--- config.mk ---
export PLATFORM = sky130hd
export DESIGN_NAME = rpc_port
export DESIGN_NICKNAME = d
export VERILOG_FILES = /design/src/rpc_pkg.sv /design/src/rpc_port.sv
export SDC_FILE = /design/constraint.sdc
export NUM_CORES = 1
export LEC_CHECK = 0
export BUFFER_PORTS_ARGS = -buffer_cell sky130_fd_sc_hd__clkbuf_2
export CAP_MARGIN = 10
export CORE_ASPECT_RATIO = 0.7
export CORE_UTILIZATION = 50
export CTS_BUF_LIST = sky130_fd_sc_hd__clkbuf_8
export DETAILED_ROUTE_END_ITERATION = 7
export PLACE_DENSITY = 0.69
export SETUP_SLACK_MARGIN = 0.4
export SLEW_MARGIN = 40
export SYNTH_ARGS = -nofsm -noshare
export SYNTH_HDL_FRONTEND = slang
export SYNTH_SLANG_ARGS = --single-unit
export TNS_END_PERCENT = 10
--- constraint.sdc ---
create_clock -name i_clock -period 13.25 [get_ports i_clock]
set_clock_uncertainty 0.1 [all_clocks]
set_input_delay 1.9875 -clock i_clock [delete_from_list [all_inputs] [get_ports i_clock]]
set_output_delay 1.9875 -clock i_clock [all_outputs]
set_load 0.01 [all_outputs]
--- src/rpc_pkg.sv ---
// shared constants of the rs-485 operator panel port
package rpc_pkg;
  // register byte offsets
  localparam logic [7:0] OFS_STATION  = 8'h00;
  localparam logic [7:0] OFS_BAUD     = 8'h04;
  localparam logic [7:0] OFS_FRAME    = 8'h08;
  localparam logic [7:0] OFS_PARITY   = 8'h0c;
  localparam logic [7:0] OFS_WAIT     = 8'h10;
  localparam logic [7:0] OFS_TERM     = 8'h14;
  localparam logic [7:0] OFS_PROTOCOL = 8'h18;
  localparam logic [7:0] OFS_CONTROL  = 8'h1c;
  localparam logic [7:0] OFS_STATUS   = 8'h20;
  localparam logic [7:0] OFS_TX_DATA  = 8'h24;
  localparam logic [7:0] OFS_RX_DATA  = 8'h28;
  localparam logic [7:0] OFS_MSG_WAIT = 8'h2c;
  // reset values of the settings
  localparam logic [7:0]  RST_STATION  = 8'h00;
  localparam logic [8:0]  RST_BAUD     = 9'h0c0;
  localparam logic [3:0]  RST_FRAME    = 4'h1;
  localparam logic [1:0]  RST_PARITY   = 2'h2;
  localparam logic [13:0] RST_WAIT     = 14'h270f;
  localparam logic [1:0]  RST_TERM     = 2'h1;
  localparam logic        RST_PROTOCOL = 1'b0;
  localparam logic [7:0]  RST_MSG_WAIT = 8'h00;
  // legal setting values
  localparam logic [8:0]  BAUD_48      = 9'h030;
  localparam logic [8:0]  BAUD_96      = 9'h060;
  localparam logic [8:0]  BAUD_192     = 9'h0c0;
  localparam logic [8:0]  BAUD_384     = 9'h180;
  localparam logic [3:0]  FMT_1S8D     = 4'h0;
  localparam logic [3:0]  FMT_2S8D     = 4'h1;
  localparam logic [3:0]  FMT_1S7D     = 4'ha;
  localparam logic [3:0]  FMT_2S7D     = 4'hb;
  localparam logic [1:0]  PAR_NONE     = 2'h0;
  localparam logic [1:0]  PAR_ODD      = 2'h1;
  localparam logic [1:0]  PAR_EVEN     = 2'h2;
  localparam logic [13:0] WAIT_MAX_MS  = 14'h0096;
  localparam logic [13:0] WAIT_FROM_MSG = 14'h270f;
  localparam logic [1:0]  TERM_NONE    = 2'h0;
  localparam logic [1:0]  TERM_CR      = 2'h1;
  localparam logic [1:0]  TERM_CRLF    = 2'h2;
  localparam logic [7:0]  STN_MAX_LINK = 8'h1f;
  localparam logic [7:0]  STN_MAX_RTU  = 8'hf7;
  localparam logic [7:0]  CHAR_CR      = 8'h0d;
  localparam logic [7:0]  CHAR_LF      = 8'h0a;
  // timing
  localparam int CLOCK_HZ      = 50000000;
  localparam int BAUD_UNIT_BPS = 100;
  localparam int MS_PER_S      = 1000;
  localparam int GAP_BITS      = 35;
endpackage : rpc_pkg

--- src/rpc_port.sv ---
// rs-485 operator panel port: settings, wishbone slave, transmitter and receiver
`timescale 1ns/100ps
// How it works
// - station number 0..31, or 0..247 under the rtu protocol; resets to 0
// - bit rate is baud setting times 100; only 48, 96, 192, 384; default 192
// - frame setting 0/1/10/11 picks stop bits 1/2 and data bits 8 or 7
// - parity setting 0 none, 1 odd, 2 even; default even
// - response waits 0..150 ms after request; 9999 takes wait from message
// - protocol setting 0 native ascii link, 1 rtu fieldbus; default native
// - changed settings other than the message wait take effect only after a port reset
// - no data exchange while settings are missing or invalid
// - only messages carrying own station number are answered
module rpc_port #(
  parameter int P_CLK_HZ = rpc_pkg::CLOCK_HZ
) (
  // clock and reset
  input  wire logic        i_clock,
  input  wire logic        i_reset_n,
  // wishbone classic slave
  input  wire logic        i_wb_cyc,
  input  wire logic        i_wb_stb,
  input  wire logic        i_wb_we,
  input  wire logic [7:0]  i_wb_adr,
  input  wire logic [3:0]  i_wb_sel,
  input  wire logic [31:0] i_wb_dat,
  output logic [31:0]      o_wb_dat,
  output logic             o_wb_ack,
  // rs-485 line
  input  wire logic        i_receive_pair,
  output logic             o_transmit_pair,
  output logic             o_transmit_enable
);
  localparam int DIV_48  = P_CLK_HZ / (48 * rpc_pkg::BAUD_UNIT_BPS);
  localparam int DIV_96  = P_CLK_HZ / (96 * rpc_pkg::BAUD_UNIT_BPS);
  localparam int DIV_192 = P_CLK_HZ / (192 * rpc_pkg::BAUD_UNIT_BPS);
  localparam int DIV_384 = P_CLK_HZ / (384 * rpc_pkg::BAUD_UNIT_BPS);
  localparam int CYC_MS  = P_CLK_HZ / rpc_pkg::MS_PER_S;

  typedef enum logic [2:0] {
    TX_IDLE = 3'b001,
    TX_WAIT = 3'b010,
    TX_BITS = 3'b100
  } rpc_tx_e;
  typedef enum logic [1:0] {
    RX_IDLE = 2'b01,
    RX_BITS = 2'b10
  } rpc_rx_e;

  // settings as written, and the copy the line really uses
  logic [7:0]  stn_ff, a_stn_ff;
  logic [8:0]  baud_ff, a_baud_ff;
  logic [3:0]  fmt_ff, a_fmt_ff;
  logic [1:0]  par_ff, a_par_ff;
  logic [13:0] wait_ff, a_wait_ff;
  logic [1:0]  term_ff, a_term_ff;
  logic        prot_ff, a_prot_ff;
  logic [7:0]  msgw_ff;
  logic        ack_ff;
  logic [31:0] rdat_ff;
  logic        perr_ff, ferr_ff, ovr_ff, match_ff;
  logic [7:0]  rxd_ff;
  logic        rxv_ff;

  // wishbone decode
  wire req      = i_wb_cyc & i_wb_stb & ~ack_ff;
  wire wr_lane  = i_wb_sel[0];
  wire hit_stn  = i_wb_adr == rpc_pkg::OFS_STATION;
  wire hit_baud = i_wb_adr == rpc_pkg::OFS_BAUD;
  wire hit_fmt  = i_wb_adr == rpc_pkg::OFS_FRAME;
  wire hit_par  = i_wb_adr == rpc_pkg::OFS_PARITY;
  wire hit_wait = i_wb_adr == rpc_pkg::OFS_WAIT;
  wire hit_term = i_wb_adr == rpc_pkg::OFS_TERM;
  wire hit_prot = i_wb_adr == rpc_pkg::OFS_PROTOCOL;
  wire hit_ctl  = i_wb_adr == rpc_pkg::OFS_CONTROL;
  wire hit_sts  = i_wb_adr == rpc_pkg::OFS_STATUS;
  wire hit_txd  = i_wb_adr == rpc_pkg::OFS_TX_DATA;
  wire hit_rxd  = i_wb_adr == rpc_pkg::OFS_RX_DATA;
  wire hit_msgw = i_wb_adr == rpc_pkg::OFS_MSG_WAIT;
  logic buf_ready;
  // a tx data write stalls until the buffer has room
  wire do_ack   = req & ~(i_wb_we & hit_txd & ~buf_ready);
  wire wr       = do_ack & i_wb_we;
  wire wr_lo    = wr & wr_lane;
  wire port_rst = wr_lo & hit_ctl & i_wb_dat[0];
  wire sts_clr  = wr_lo & hit_sts;
  wire rx_pop   = do_ack & ~i_wb_we & hit_rxd;
  wire buf_push = wr_lo & hit_txd;

  // validity of the active settings
  wire stn_ok  = a_stn_ff <= (a_prot_ff ? rpc_pkg::STN_MAX_RTU : rpc_pkg::STN_MAX_LINK);
  wire baud_ok = a_baud_ff == rpc_pkg::BAUD_48 || a_baud_ff == rpc_pkg::BAUD_96 ||
                 a_baud_ff == rpc_pkg::BAUD_192 || a_baud_ff == rpc_pkg::BAUD_384;
  wire fmt_ok  = a_fmt_ff == rpc_pkg::FMT_1S8D || a_fmt_ff == rpc_pkg::FMT_2S8D ||
                 a_fmt_ff == rpc_pkg::FMT_1S7D || a_fmt_ff == rpc_pkg::FMT_2S7D;
  wire wait_ok = a_wait_ff <= rpc_pkg::WAIT_MAX_MS || a_wait_ff == rpc_pkg::WAIT_FROM_MSG;
  wire cfg_ok  = stn_ok & baud_ok & fmt_ok & (a_par_ff <= rpc_pkg::PAR_EVEN) & wait_ok &
                 (a_term_ff <= rpc_pkg::TERM_CRLF);
  wire stop2   = a_fmt_ff == rpc_pkg::FMT_2S8D || a_fmt_ff == rpc_pkg::FMT_2S7D;
  wire data7   = a_fmt_ff == rpc_pkg::FMT_1S7D || a_fmt_ff == rpc_pkg::FMT_2S7D;
  wire par_on  = a_par_ff != rpc_pkg::PAR_NONE;
  wire [3:0] nbits = 4'd1 + (data7 ? 4'd7 : 4'd8) + {3'd0, par_on} + (stop2 ? 4'd2 : 4'd1);
  wire [15:0] div = (a_baud_ff == rpc_pkg::BAUD_48)  ? 16'(DIV_48)  :
                    (a_baud_ff == rpc_pkg::BAUD_96)  ? 16'(DIV_96)  :
                    (a_baud_ff == rpc_pkg::BAUD_384) ? 16'(DIV_384) : 16'(DIV_192);
  wire [13:0] wait_ms = (a_wait_ff == rpc_pkg::WAIT_FROM_MSG) ? {6'd0, msgw_ff} : a_wait_ff;

  // read mux
  logic tx_busy;
  wire [7:0] status = {tx_busy, ~buf_ready, match_ff, ovr_ff, ferr_ff, perr_ff, rxv_ff, cfg_ok};
  wire [31:0] rmux = hit_stn  ? {24'd0, stn_ff}  : hit_baud ? {23'd0, baud_ff} :
                     hit_fmt  ? {28'd0, fmt_ff}  : hit_par  ? {30'd0, par_ff}  :
                     hit_wait ? {18'd0, wait_ff} : hit_term ? {30'd0, term_ff} :
                     hit_prot ? {31'd0, prot_ff} : hit_sts  ? {24'd0, status}  :
                     hit_rxd  ? {24'd0, rxd_ff}  : hit_msgw ? {24'd0, msgw_ff} : 32'd0;

  always_ff @(posedge i_clock or negedge i_reset_n) begin
    if (!i_reset_n) begin
      ack_ff  <= 1'b0;
      rdat_ff <= 32'h0;
    end else begin
      ack_ff  <= do_ack;
      rdat_ff <= (do_ack & ~i_wb_we) ? rmux : rdat_ff;
    end
  end
  assign o_wb_ack = ack_ff;
  assign o_wb_dat = rdat_ff;

  // written settings; the line keeps the old ones until a port reset, except the message wait, which it uses at once
  always_ff @(posedge i_clock or negedge i_reset_n) begin
    if (!i_reset_n) begin
      stn_ff  <= rpc_pkg::RST_STATION;
      baud_ff <= rpc_pkg::RST_BAUD;
      fmt_ff  <= rpc_pkg::RST_FRAME;
      par_ff  <= rpc_pkg::RST_PARITY;
      wait_ff <= rpc_pkg::RST_WAIT;
      term_ff <= rpc_pkg::RST_TERM;
      prot_ff <= rpc_pkg::RST_PROTOCOL;
      msgw_ff <= rpc_pkg::RST_MSG_WAIT;
    end else if (wr) begin
      if (hit_stn  && i_wb_sel[0]) stn_ff  <= i_wb_dat[7:0];
      if (hit_baud && i_wb_sel[0]) baud_ff[7:0] <= i_wb_dat[7:0];
      if (hit_baud && i_wb_sel[1]) baud_ff[8]   <= i_wb_dat[8];
      if (hit_fmt  && i_wb_sel[0]) fmt_ff  <= i_wb_dat[3:0];
      if (hit_par  && i_wb_sel[0]) par_ff  <= i_wb_dat[1:0];
      if (hit_wait && i_wb_sel[0]) wait_ff[7:0]  <= i_wb_dat[7:0];
      if (hit_wait && i_wb_sel[1]) wait_ff[13:8] <= i_wb_dat[13:8];
      if (hit_term && i_wb_sel[0]) term_ff <= i_wb_dat[1:0];
      if (hit_prot && i_wb_sel[0]) prot_ff <= i_wb_dat[0];
      if (hit_msgw && i_wb_sel[0]) msgw_ff <= i_wb_dat[7:0];
    end
  end

  always_ff @(posedge i_clock or negedge i_reset_n) begin
    if (!i_reset_n) begin
      a_stn_ff  <= rpc_pkg::RST_STATION;
      a_baud_ff <= rpc_pkg::RST_BAUD;
      a_fmt_ff  <= rpc_pkg::RST_FRAME;
      a_par_ff  <= rpc_pkg::RST_PARITY;
      a_wait_ff <= rpc_pkg::RST_WAIT;
      a_term_ff <= rpc_pkg::RST_TERM;
      a_prot_ff <= rpc_pkg::RST_PROTOCOL;
    end else if (port_rst) begin
      a_stn_ff  <= stn_ff;
      a_baud_ff <= baud_ff;
      a_fmt_ff  <= fmt_ff;
      a_par_ff  <= par_ff;
      a_wait_ff <= wait_ff;
      a_term_ff <= term_ff;
      a_prot_ff <= prot_ff;
    end
  end

  // two-entry transmit buffer; bit 8 marks the last byte of a message
  logic [8:0] buf_ff [2];
  logic       bwp_ff, brp_ff;
  logic [1:0] bcnt_ff;
  logic       buf_pop;
  wire        buf_valid = bcnt_ff != 2'd0;
  assign buf_ready = bcnt_ff != 2'd2;
  wire [8:0]  buf_head  = buf_ff[brp_ff];
  always_ff @(posedge i_clock or negedge i_reset_n) begin
    if (!i_reset_n) begin
      buf_ff[0] <= 9'h0;
      buf_ff[1] <= 9'h0;
      bwp_ff    <= 1'b0;
      brp_ff    <= 1'b0;
      bcnt_ff   <= 2'd0;
    end else begin
      if (buf_push) buf_ff[bwp_ff] <= i_wb_dat[8:0];
      bwp_ff  <= bwp_ff ^ buf_push;
      brp_ff  <= brp_ff ^ buf_pop;
      bcnt_ff <= bcnt_ff + {1'b0, buf_push} - {1'b0, buf_pop};
    end
  end

  // frame builder, lsb first from bit 0
  function automatic logic [11:0] rpc_frame(input logic [7:0] d, input logic d7,
                                            input logic [1:0] par);
    logic [11:0] f;
    logic [7:0]  dm;
    logic        p;
    f  = 12'hfff;
    dm = d7 ? {1'b0, d[6:0]} : d;
    p  = (par == rpc_pkg::PAR_ODD) ? ~^dm : ^dm;
    f[0] = 1'b0;
    if (d7) begin
      f[7:1] = dm[6:0];
      if (par != rpc_pkg::PAR_NONE) f[8] = p;
    end else begin
      f[8:1] = dm;
      if (par != rpc_pkg::PAR_NONE) f[9] = p;
    end
    return f;
  endfunction : rpc_frame

  // millisecond gap timer since last received byte
  logic [15:0] mspre_ff;
  logic [7:0]  gap_ms_ff;
  logic        rx_done;
  wire         ms_tick = mspre_ff == 16'(CYC_MS - 1);
  always_ff @(posedge i_clock or negedge i_reset_n) begin
    if (!i_reset_n) begin
      mspre_ff  <= 16'h0;
      gap_ms_ff <= 8'h0;
    end else begin
      mspre_ff  <= (ms_tick | rx_done) ? 16'h0 : mspre_ff + 16'h1;
      gap_ms_ff <= rx_done ? 8'h0 : (ms_tick && gap_ms_ff != 8'hff) ? gap_ms_ff + 8'h1 : gap_ms_ff;
    end
  end

  // transmitter
  rpc_tx_e     tx_st_ff;
  logic [11:0] tsh_ff;
  logic [3:0]  tleft_ff;
  logic [15:0] tdiv_ff;
  logic [1:0]  tq_ff;
  logic        first_ff;
  wire  term_due  = tq_ff != 2'd0;
  wire  have_char = buf_valid | term_due;
  wire  [7:0] term_char = (tq_ff == 2'd1) ? rpc_pkg::CHAR_LF : rpc_pkg::CHAR_CR;
  wire  [7:0] tx_char   = term_due ? term_char : buf_head[7:0];
  wire  wait_done = !first_ff || ({6'd0, gap_ms_ff} >= wait_ms);
  // not equality: a port reset may shorten the bit time mid-frame
  wire  tbit_end  = tdiv_ff >= div - 16'h1;
  wire  tx_load   = (tx_st_ff == TX_WAIT) & wait_done & cfg_ok;
  assign buf_pop  = tx_load & ~term_due;
  assign tx_busy  = tx_st_ff != TX_IDLE;
  always_ff @(posedge i_clock or negedge i_reset_n) begin
    if (!i_reset_n) begin
      tx_st_ff <= TX_IDLE;
      tsh_ff   <= 12'hfff;
      tleft_ff <= 4'h0;
      tdiv_ff  <= 16'h0;
      tq_ff    <= 2'd0;
      first_ff <= 1'b1;
    end else begin
      case (tx_st_ff)
        TX_IDLE: begin
          if (have_char && cfg_ok) tx_st_ff <= TX_WAIT;
        end
        TX_WAIT: begin
          if (tx_load) begin
            tsh_ff   <= rpc_frame(tx_char, data7, a_par_ff);
            tleft_ff <= nbits;
            tdiv_ff  <= 16'h0;
            tx_st_ff <= TX_BITS;
            first_ff <= 1'b0;
            if (term_due) begin
              tq_ff    <= (tq_ff == 2'd3) ? 2'd1 : 2'd0;
              first_ff <= tq_ff != 2'd3;
            end else if (buf_head[8]) begin
              tq_ff    <= (a_term_ff == rpc_pkg::TERM_CR)   ? 2'd2 :
                          (a_term_ff == rpc_pkg::TERM_CRLF) ? 2'd3 : 2'd0;
              first_ff <= a_term_ff == rpc_pkg::TERM_NONE;
            end
          end
        end
        TX_BITS: begin
          tdiv_ff <= tbit_end ? 16'h0 : tdiv_ff + 16'h1;
          if (tbit_end) begin
            tsh_ff   <= {1'b1, tsh_ff[11:1]};
            tleft_ff <= tleft_ff - 4'h1;
            if (tleft_ff == 4'h1) tx_st_ff <= have_char ? TX_WAIT : TX_IDLE;
          end
        end
        default: tx_st_ff <= TX_IDLE;
      endcase
    end
  end
  assign o_transmit_pair   = (tx_st_ff == TX_BITS) ? tsh_ff[0] : 1'b1;
  assign o_transmit_enable = tx_st_ff == TX_BITS;

  // receiver: two-stage synchroniser, then edge detect on the second stage
  logic       rs1_ff, rs2_ff, rs3_ff;
  rpc_rx_e    rx_st_ff;
  logic [11:0] rsh_ff;
  logic [3:0] rcnt_ff;
  logic [15:0] rdiv_ff;
  logic [5:0] idle_ff;
  logic       infrm_ff;
  wire  rx_fall  = rs3_ff & ~rs2_ff;
  wire  rbit_end = rdiv_ff >= div - 16'h1;
  wire  rhalf    = rdiv_ff == {1'b0, div[15:1]};
  wire  rsample  = (rx_st_ff == RX_BITS) & rhalf;
  assign rx_done = rsample & (rcnt_ff == nbits - 4'h1);
  wire  [11:0] rfull = {rs2_ff, rsh_ff[11:1]};
  wire  [11:0] rfa   = rfull >> (4'd12 - nbits);
  wire  [7:0]  rdata = data7 ? {1'b0, rfa[7:1]} : rfa[8:1];
  wire  rpbit  = data7 ? rfa[8] : rfa[9];
  wire  rperr  = par_on & (rpbit != ((a_par_ff == rpc_pkg::PAR_ODD) ? ~^rdata : ^rdata));
  wire  rferr  = ~rfa[nbits - 4'h1] | (stop2 & ~rfa[nbits - 4'h2]);
  wire  msg_first = idle_ff >= 6'(rpc_pkg::GAP_BITS);
  wire  addr_hit  = rdata == a_stn_ff;
  wire  take      = rx_done & cfg_ok & ~rperr & ~rferr & (msg_first ? addr_hit : infrm_ff);
  always_ff @(posedge i_clock or negedge i_reset_n) begin
    if (!i_reset_n) begin
      rs1_ff   <= 1'b1;
      rs2_ff   <= 1'b1;
      rs3_ff   <= 1'b1;
      rx_st_ff <= RX_IDLE;
      rsh_ff   <= 12'hfff;
      rcnt_ff  <= 4'h0;
      rdiv_ff  <= 16'h0;
      idle_ff  <= 6'h3f;
      infrm_ff <= 1'b0;
    end else begin
      rs1_ff <= i_receive_pair;
      rs2_ff <= rs1_ff;
      rs3_ff <= rs2_ff;
      case (rx_st_ff)
        RX_IDLE: begin
          rdiv_ff <= rbit_end ? 16'h0 : rdiv_ff + 16'h1;
          if (rbit_end && idle_ff != 6'h3f) idle_ff <= idle_ff + 6'h1;
          if (rx_fall && cfg_ok && !tx_busy) begin
            rx_st_ff <= RX_BITS;
            rdiv_ff  <= 16'h0;
            rcnt_ff  <= 4'h0;
          end
        end
        RX_BITS: begin
          rdiv_ff <= rbit_end ? 16'h0 : rdiv_ff + 16'h1;
          if (rsample) begin
            rsh_ff  <= rfull;
            rcnt_ff <= rcnt_ff + 4'h1;
            if (rcnt_ff == 4'h0 && rs2_ff) rx_st_ff <= RX_IDLE;
          end
          if (rx_done) begin
            rx_st_ff <= RX_IDLE;
            idle_ff  <= 6'h0;
            infrm_ff <= msg_first ? addr_hit : infrm_ff;
          end
        end
        default: rx_st_ff <= RX_IDLE;
      endcase
    end
  end

  // received byte holding register and sticky flags; a new event beats the clear
  always_ff @(posedge i_clock or negedge i_reset_n) begin
    if (!i_reset_n) begin
      rxd_ff   <= 8'h0;
      rxv_ff   <= 1'b0;
      perr_ff  <= 1'b0;
      ferr_ff  <= 1'b0;
      ovr_ff   <= 1'b0;
      match_ff <= 1'b0;
    end else begin
      if (take) rxd_ff <= rdata;
      rxv_ff   <= take | (rxv_ff & ~rx_pop);
      perr_ff  <= (rx_done & rperr) | (perr_ff & ~(sts_clr & i_wb_dat[2]));
      ferr_ff  <= (rx_done & rferr) | (ferr_ff & ~(sts_clr & i_wb_dat[3]));
      ovr_ff   <= (take & rxv_ff & ~rx_pop) | (ovr_ff & ~(sts_clr & i_wb_dat[4]));
      match_ff <= (take & msg_first) | (match_ff & ~(sts_clr & i_wb_dat[5]));
    end
  end
endmodule : rpc_port

==> impl_metrics.yaml, run 1 <==
run_status:
  status: "finished, final reports clean"
die:
  core_area_um2: 27000
  start_util_pct: 51.4
  ios: 85
  die_height_um: 141
  die_w_um: 201
  fp.dieArea_um2: 28400
  rows: 50
sta:
  slew_violations: 0
  period_share_pct: 48.4
  grt_setup_unrepaired: "no"
  fin_tns_setup_ns: 0
  maxSlewHeadroom_pct: 43.2
  fmax_mhz: 156
  min_period_ns: 6.41
  hold_viol: 0
  max_slew.worst_pin.slew_ns: 0.846
  setup_slack_ns: 6.84
  finalSetupViolations: 0
pwr:
  p_per_area_nw_per_um2: 97.1
  p_leak_nw: 7.13
  vdd_ir_drop_max_mv: 0.106
detailed_routing:
  drt_pass1_iterations: 7
  wire_per_inst_um: 19.2
  met2_length_mm: 14.1
  wl_met1_mm: 17.1
  dr.first_iter.drc_count: 868
  post_drt_via_cell_ratio: 5.87
  vias: 10500
  drc: 0
  drt_wl_total_mm: 34.3
  top_layer_used: "met4"
  wl_met3_mm: 2.56
  ant_nets: 0
worst_setup_path:
  critPathMaxStageDelay_ns: 0.67
  path_max_fanout: 9
  worstSetupEndpointType: "flop"
  worst_path_max_delay_cell: "fa_1"
  arrival_ns: 6.77
  critical_path.cell_chain: "or2_2, a21oi_1, nand2_1, inv_1, ha_1, inv_1, ha_1, fa_1, inv_1, ha_1, xnor3_2, mux4_2, mux4_2, o31ai_2, o211ai_1, or4b_1, a211o_1, mux2_4"
  worst_path_dominant_cell_family: "multiplexers"
  rrSetupSlack_ns: 6.84
  start_kind: "flop"
  cp_data_required_time_ns: 13.60
  cp_num_buf_inv: 3
  path_class: "flop to flop"
global_routing:
  grt_pass1_vias: 10200
  grt_pass1_wl_mm: 56.0
  globalRouteOverflowTotal: 0
  antenna_found_initial: 1
  grt_max_degree: 103
  grt_usage_pct: 24.9
cts:
  cts.clk_slew.worst_paths_ns: 0.06
  cts_setup_buffers: 0
  htree_levels: 2
  numCtsBuffers: 38
  clk_latency_ns: 0.57
  ctsHoldBuffers: 0
  clock_sinks: 241
  cts_resized: 0
  root_buffer: "clkbuf_8"
  cts_tree: "done"
  cts_buffer_depth: 3
synthesis:
  synth_area_per_cell_um2: 10.3
  yosysWarnings: 0
  synth-seq-cells: 241
  synthFlopType: "dfrtp_1"
  ys_seq_area_share_pct: 44.1
  async_flop_share_pct: 100
  ys_types: 84
  synth-edff-count: 0
  syn_inst: 1347
  syn-cell-area_um2: 13800
final_layout:
  antenna_cells: 0
  area.growth.synth_to_final_pct: 10.0
  nNetsFinal: 1513
  drive_gt1_share_pct: 23.3
place:
  gp_congestion: 0.921
  dpl.hpwl_mm: 24.7
  numPortBuffers: 46
  dp_slack_ns: 6.87
flow_run:
  maxCapViolations: 0
worst_hold_path:
  min_path_type: "flop to flop"
worst reg2reg max path, stage by stage, from the launching register on:
cell      delay, ns
dfrtp_1        0.39
or2_2          0.30
a21oi_1        0.26
nand2_1        0.19
inv_1          0.14
ha_1           0.13
inv_1          0.04
ha_1           0.19
fa_1           0.67
inv_1          0.21
ha_1           0.35
xnor3_2        0.43
mux4_2         0.57
mux4_2         0.49
o31ai_2        0.23
o211ai_1       0.20
or4b_1         0.65
a211o_1        0.43
mux2_4         0.35
final cells by class:
type,instances,area (um^2)
fill,2313,11700
multi-input combinational,993,7300
sequential,241,6100
clock buffer,47,647
tap,364,455
timing repair buffer,59,365
inverter,64,240
clock inverter,22,128
logic make-up (layout without fill, tap and decap cells):
logic type      Yosys count  count (layout)  share of synthesized area (%)
flops                   241             241                           44.1
buf+inv                 130             192                           4.14
xor+xnor                 56              56                           3.91
simple gates            399             399                           14.1
fa+ha+maj                66              66                           6.07
other cells               1              18                         0.0271
mux                     163             163                           14.0
compound gates          291             291                           13.7
worst paths after layout:
kind	from	endpoint	cells after the start
max	a_fmt_ff[1]	rxd_ff[4]	18
min	rs1_ff	rs2_ff	0
max reg2reg	a_fmt_ff[1]	rxd_ff[4]	18
min reg2reg	rs1_ff	rs2_ff	0
max in group asynchronous	i_reset_n	buf_ff[17]	2
min in group asynchronous	i_reset_n	mspre_ff[13]	1
power breakdown:
part / total, W / internal (W) / switching (W)
logic: 0.0000671 / 0.0000229 / 0.0000442
clock network: 0.000651 / 0.000342 / 0.000309
registers: 0.000761 / 0.000748 / 0.0000127
total: 0.00148 / 0.00111 / 0.000366
flip-flops by register name, summed over array words and instances, names as in the netlist, 9 cells and up:
signal     count
buf_ff        18
mspre_ff      16
rdiv_ff       16
tdiv_ff       16
a_wait_ff     14
o_wb_dat      14
wait_ff       14
rsh_ff        11
tsh_ff        10
a_baud_ff      9
baud_ff        9
cell usage in the layout (no fill, tap or decap), drive strengths merged, types with 14 or more instances in the layout:
cell type	count
nand2	102
xnor2	25
mux2i	32
a31oi	25
a21o	21
mux2	120
dfrtp	182
and3	26
ha	64
o21ai	74
dfstp	59
inv	78
nor2	111
conb	18
xor2	28
nor3	32
a21oi	69
buf	14
nand3	42
clkbuf	92
cell usage after synthesis (4+ instances only):
library cell | count | share of area [%]
nand4_1 | 13 | 0.59
nand2b_1 | 11 | 0.50
o311ai_0 | 4 | 0.25
nor4_1 | 9 | 0.41
mux2i_1 | 32 | 2.3
a21o_1 | 21 | 1.1
buf_1 | 6 | 0.16
a22o_1 | 11 | 0.70
ha_1 | 64 | 5.8
a211o_1 | 4 | 0.25
buf_2 | 5 | 0.18
a31oi_1 | 25 | 1.1
nor3_1 | 31 | 1.1
o31ai_1 | 11 | 0.60
mux2_4 | 4 | 0.43
a211oi_1 | 8 | 0.43
or4_1 | 6 | 0.33
and4_1 | 6 | 0.38
o211ai_1 | 11 | 0.60
buf_4 | 19 | 1.0
nor2_1 | 110 | 3.0
nand3_1 | 42 | 1.5
a21oi_1 | 69 | 2.5
and3_1 | 26 | 1.2
clkbuf_1 | 35 | 0.95
xnor2_1 | 25 | 1.6
a221oi_1 | 6 | 0.38
nand2_1 | 102 | 2.8
or3_1 | 6 | 0.27
and2_1 | 7 | 0.32
a2111oi_0 | 6 | 0.38
o21ai_0 | 71 | 2.6
nor2b_1 | 10 | 0.45
dfstp_2 | 59 | 11
dfrtp_1 | 182 | 33
xor2_1 | 27 | 1.7
inv_1 | 63 | 1.7
a22oi_1 | 8 | 0.43
o21a_1 | 4 | 0.22
mux4_2 | 11 | 1.8
a222oi_1 | 4 | 0.29
mux2_2 | 116 | 9.4
routing by layer:
| layer | vias to the layer above | GRT usage, % |
|---|---|---|
| met5 | - | 0 |
| met4 | 0 | 6.47 |
| met3 | 58 | 6.01 |
| met2 | 314 | 35.3 |
| met1 | 5171 | 37.8 |
| li1 | 4970 | - |
metrics by stage:
step                      utilization, %  hold slack, ns  instances  total power [W]  instance area, um^2
after floorplan                        -           0.245       1364         0.000802                13900
after global placement              53.3           0.247       1720         0.000837                14400
after detailed placement            53.5           0.250       1720         0.000839                14400
after CTS                           56.4           0.259       1789          0.00149                15200
after global routing                56.5           0.263       1790          0.00153                15200
final                               56.5           0.257       1790          0.00148                15200
No activity file was read; power rests on OpenSTA's default activity.
==> run 2, diff against run 1 <==
==> constraint.sdc (replaced) <==
create_clock -name i_clock -period 6 [get_ports i_clock]
set_clock_uncertainty 0.1 [all_clocks]
set_input_delay 0.9 -clock i_clock [delete_from_list [all_inputs] [get_ports i_clock]]
set_output_delay 0.9 -clock i_clock [all_outputs]
set_load 0.01 [all_outputs]
==> run 2 against run 1 <==
Effect of this change:
- via count up 2.5%
- final cell count up 1.0%
- register-to-register slack worse by 6.2 ns
==> impl_metrics.yaml, run 2 (synthesized netlist as in run 1, its figures left out) <==
run_status:
  status: "finished, final reports clean"
sta:
  finalSetupViolations: 0
  setup_slack_ns: 0.630
  slew_violations: 0
  hold_viol: 0
  min_period_ns: 5.37
  grt_setup_unrepaired: "no"
  fin_tns_setup_ns: 0
  period_share_pct: 89.5
  max_slew.worst_pin.slew_ns: 0.851
  fmax_mhz: 186
  maxSlewHeadroom_pct: 42.9
global_routing:
  grt_pass1_vias: 10200
  antenna_found_initial: 0
  grt_max_degree: 144
  grt_usage_pct: 25.3
  globalRouteOverflowTotal: 0
  grt_pass1_wl_mm: 56.5
detailed_routing:
  ant_nets: 0
  drt_pass1_iterations: 6
  dr.first_iter.drc_count: 884
  drt_wl_total_mm: 35.4
  vias: 10800
  wire_per_inst_um: 19.6
  drc: 0
  post_drt_via_cell_ratio: 5.96
worst_setup_path:
  crit_start: "a_fmt_ff[1]"
  cp_data_required_time_ns: 6.35
  worstSetupEndpointType: "flop"
  r2r-start: "a_fmt_ff[1]"
  start_kind: "flop"
  arrival_ns: 5.72
  path_max_fanout: 5
  path_class: "flop to flop"
final_layout:
  final_common_cell: "dfrtp_1"
  largest_reg_flops: 18
  fin_util_pct: 57.4
  antenna_cells: 0
  top_register: "buf_ff"
  area.growth.synth_to_final_pct: 11.7
  post_layout_nonfiller_instances: 1808
  final_cell_mix: "182 x dfrtp_1, 116 x mux2_2, 105 x nor2_1, 101 x nand2_1, 76 x inv_1"
  nNetsFinal: 1531
  drive_gt1_share_pct: 25.1
  fillCellCount: 2338
cts:
  ctsHoldBuffers: 0
  cts_tree: "done"
  clock_sinks: 241
  cts.clk_slew.worst_paths_ns: 0.07
  clk_latency_ns: 0.57
  cts_buffer_depth: 3
  htree_levels: 2
  numCtsBuffers: 38
  root_buffer: "clkbuf_8"
place:
  dp.cells: 1732
  dp_slack_ns: 0.0520
  gp_congestion: 0.911
  numPortBuffers: 46
  dpl.hpwl_mm: 25.4
die:
  die_w_um: 201
  core_area_um2: 27000
  rows: 50
  fp.dieArea_um2: 28400
  die_height_um: 141
  ios: 85
  start_util_pct: 51.4
pwr:
  p_per_area_nw_per_um2: 211
  p_leak_nw: 7.23
  vdd_ir_drop_max_mv: 0.155
flow_run:
  maxCapViolations: 0
worst_hold_path:
  min_path_type: "input port to asynchronous set/reset pin"
[run 2: worst max-delay path, stage by stage, from the launching register on]
cell	delay, ns
dfrtp_1	0.38
or2_2	0.32
a21oi_4	0.17
nand2_2	0.11
inv_2	0.08
ha_1	0.12
inv_1	0.04
ha_1	0.21
fa_2	0.55
inv_1	0.06
ha_2	0.19
xnor3_2	0.26
mux4_2	0.56
mux4_2	0.48
o31ai_2	0.25
o211ai_1	0.15
or4b_4	0.53
buf_4	0.17
a211o_1	0.30
o221a_1	0.24
[run 2: metal layers]
layer	share of wire, %	GRT usage [%]	vias up
li1	-	-	5009
met1	49	39.1	5381
met2	41	34.8	340
met3	8.0	6.68	51
met4	1.6	5.66	0
met5	0	0	-
[run 2: report_power, final]
group / internal, W / switching [W]
Clock: 0.000737 / 0.000687
Sequential: 0.00165 / 0.0000286
Combinational: 0.0000531 / 0.0000999
[run 2: repair_timing]
| action | 4_1_cts | 5_1_grt |
|---|---|---|
| endpoints found under the setup margin | 11 | 10 |
| resized for setup | 7 | 16 |
| buffers inserted | 1 | 4 |
| pin swaps | 1 | 4 |
[run 2: cell type report]
type                    count  area [um^2]  area share (%)
clock buffers              49          674            4.36
clock inverters            20         90.1           0.583
inverters                  64          240            1.55
multi-input cells         993         7370            47.7
flip-flops and latches    241         6100            39.5
well taps                 364          455            2.94
repair buffers             77          526            3.40
[run 2: path summary, 6_finish.rpt]
kind                                      to  slack, ns  cells after the start
min in group i_clock                  rs2_ff       0.26                      0
worst min register to register        rs2_ff       0.26                      0
worst min-delay path            gap_ms_ff[1]       0.15                      1
max in group asynchronous        a_fmt_ff[0]       4.48                      3
worst max register to register     rxd_ff[5]       0.63                     19
worst max-delay path               rxd_ff[5]       0.63                     19
[run 2: metrics by stage]
| stage | cell area (um^2) | hold WS, ns | total power (W) |
|---|---|---|---|
| 2_1_floorplan | 13900 | 0.245 | 0.00177 |
| 3_3_place_gp | 14500 | 0.247 | 0.00185 |
| 3_5_place_dp | 14500 | 0.249 | 0.00185 |
| 4_1_cts | 15300 | 0.258 | 0.00328 |
| 5_1_grt | 15500 | 0.170 | 0.00337 |
| 6_report | 15500 | 0.154 | 0.00326 |
==> run 3, diff against run 2 <==
==> constraint.sdc (replaced) <==
create_clock -name i_clock -period 6.1 [get_ports i_clock]
set_clock_uncertainty 0.1 [all_clocks]
set_input_delay 0.915 -clock i_clock [delete_from_list [all_inputs] [get_ports i_clock]]
set_output_delay 0.915 -clock i_clock [all_outputs]
set_load 0.01 [all_outputs]
==> run 3 against run 2 <==
Effect of this change:
- die area is the same
- utilization decreased by 0.34 points
- final area fell by 0.59%
- final cell count about the same
- sequential power about the same
- fmax is 1.4% lower
- clock power about the same
- first-iteration DRC count is 8.4% lower
- largest power group unchanged
- highest routed layer unchanged
==> impl_metrics.yaml, run 3 (synthesized netlist as in run 1, its figures left out) <==
detailed_routing:
  drt_wl_total_mm: 34.8
  wl_met3_mm: 2.85
  vias: 10600
  ant_nets: 0
  dr.first_iter.drc_count: 810
  drc: 0
  wl_met1_mm: 17.0
  post_drt_via_cell_ratio: 5.89
  drt_pass1_iterations: 5
  wire_per_inst_um: 19.2
  met2_length_mm: 14.2
  top_layer_used: "met4"
pwr:
  p_leak_nw: 7.22
  p_per_area_nw_per_um2: 209
  vdd_ir_drop_max_mv: 0.175
final_layout:
  antenna_cells: 0
  largest_reg_flops: 18
  final_cell_mix: "182 x dfrtp_1, 116 x mux2_2, 108 x nor2_1, 101 x nand2_1, 81 x inv_1"
  final_common_cell: "dfrtp_1"
  area.growth.synth_to_final_pct: 11.0
  fillCellCount: 2350
  top_register: "buf_ff"
  drive_gt1_share_pct: 24.3
  nNetsFinal: 1528
cts:
  cts.clk_slew.worst_paths_ns: 0.07
  numCtsBuffers: 39
  root_buffer: "clkbuf_8"
  clk_latency_ns: 0.57
  clock_sinks: 241
  htree_levels: 2
  cts_tree: "done"
  cts_buffer_depth: 3
  ctsHoldBuffers: 0
die:
  die_w_um: 201
  fp.dieArea_um2: 28400
  start_util_pct: 51.4
  die_height_um: 141
  core_area_um2: 27000
  rows: 50
  ios: 85
global_routing:
  globalRouteOverflowTotal: 0
  grt_pass1_wl_mm: 56.6
  grt_pass1_vias: 10400
  antenna_found_initial: 0
  grt_max_degree: 74
  grt_usage_pct: 25.2
sta:
  period_share_pct: 89.3
  hold_viol: 0
  slew_violations: 0
  fin_tns_setup_ns: 0
  maxSlewHeadroom_pct: 41.2
  min_period_ns: 5.45
  grt_setup_unrepaired: "no"
  max_slew.worst_pin.slew_ns: 0.875
  fmax_mhz: 184
  setup_slack_ns: 0.651
  finalSetupViolations: 0
worst_hold_path:
  min_path_type: "input port to asynchronous set/reset pin"
worst_setup_path:
  start_kind: "flop"
  arrival_ns: 5.80
  path_max_fanout: 5
  path_class: "flop to flop"
  worstSetupEndpointType: "flop"
  cp_data_required_time_ns: 6.46
place:
  dp_slack_ns: 0.277
  numPortBuffers: 46
  gp_congestion: 0.930
  dpl.hpwl_mm: 25.6
run_status:
  status: "finished, final reports clean"
flow_run:
  maxCapViolations: 0
## run 3: cell count changes in the layout (fill, tap and decap cells not counted), sizes merged
cell	change
buf	-4
inv	+3
bufinv	+1
clkbuf	-2
clkinvlp	+1
## run 3: stage by stage
stage / area, um^2 / std cells / utilization [%] / hold slack [ns] / total power (W)
final: 15400 / 1807 / 57.0 / 0.185 / 0.00322
after global routing: 15400 / 1807 / 57.0 / 0.211 / 0.00334
after CTS: 15300 / 1803 / 56.8 / 0.181 / 0.00325
after detailed placement: 14500 / 1731 / 53.8 / 0.250 / 0.00183
after global placement: 14500 / 1730 / 53.6 / 0.251 / 0.00182
after floorplan: 13900 / 1364 / - / 0.245 / 0.00174
## run 3: final timing paths
kind                            slack [ns]  depth (start not counted)   startpoint             to
worst max-delay path                  0.65                         22  a_fmt_ff[1]      rxd_ff[6]
worst min-delay path                  0.19                          1    i_reset_n  a_wait_ff[12]
worst max register to register        0.65                         22  a_fmt_ff[1]      rxd_ff[6]
worst min register to register        0.25                          0       rs1_ff         rs2_ff
max in group asynchronous             4.63                          2    i_reset_n     rcnt_ff[0]
min in group i_clock                  0.25                          0       rs1_ff         rs2_ff
## run 3: what timing repair did
item	CTS	global route
setup endpoints to repair	7	10
pin swaps	0	1
buffers inserted	0	4
gates resized for setup	2	7
## run 3: final cells by class
class                   instances  area, um^2  area share (%)
clock inverters                25         134           0.871
clock buffers                  47         647            4.21
flip-flops and latches        241        6100            39.7
multi-input cells             993        7330            47.7
inverters                      64         240            1.56
well taps                     364         455            2.96
repair buffers                 73         463            3.01
## run 3: layer usage
layer  up-vias  global-route usage [%]
li1       5003                       -
met2       314                    35.3
met1      5254                    38.0
met5         -                       0
met3        65                    6.54
met4         0                    6.87
## run 3: power by group
part / switching (W) / leakage [nW] / internal (W)
combinational: 0.0000976 / 3.69 / 0.0000497
sequential: 0.0000277 / 3.06 / 0.00163
clock: 0.000675 / 0.468 / 0.000744
## run 3: critical path, cell delays in order (launching register included)
cell,delay (ns)
dfrtp_1,0.40
or2_2,0.33
a21oi_4,0.15
nand2_2,0.10
inv_1,0.10
ha_1,0.23
inv_1,0.05
ha_1,0.15
fa_1,0.44
inv_1,0.09
ha_1,0.18
xnor3_2,0.33
buf_4,0.18
buf_4,0.14
mux2i_1,0.13
nor2_1,0.26
xor2_1,0.11
a2111o_1,0.36
o31a_1,0.31
or4b_4,0.50
buf_4,0.17
a211o_1,0.31
o221a_1,0.23
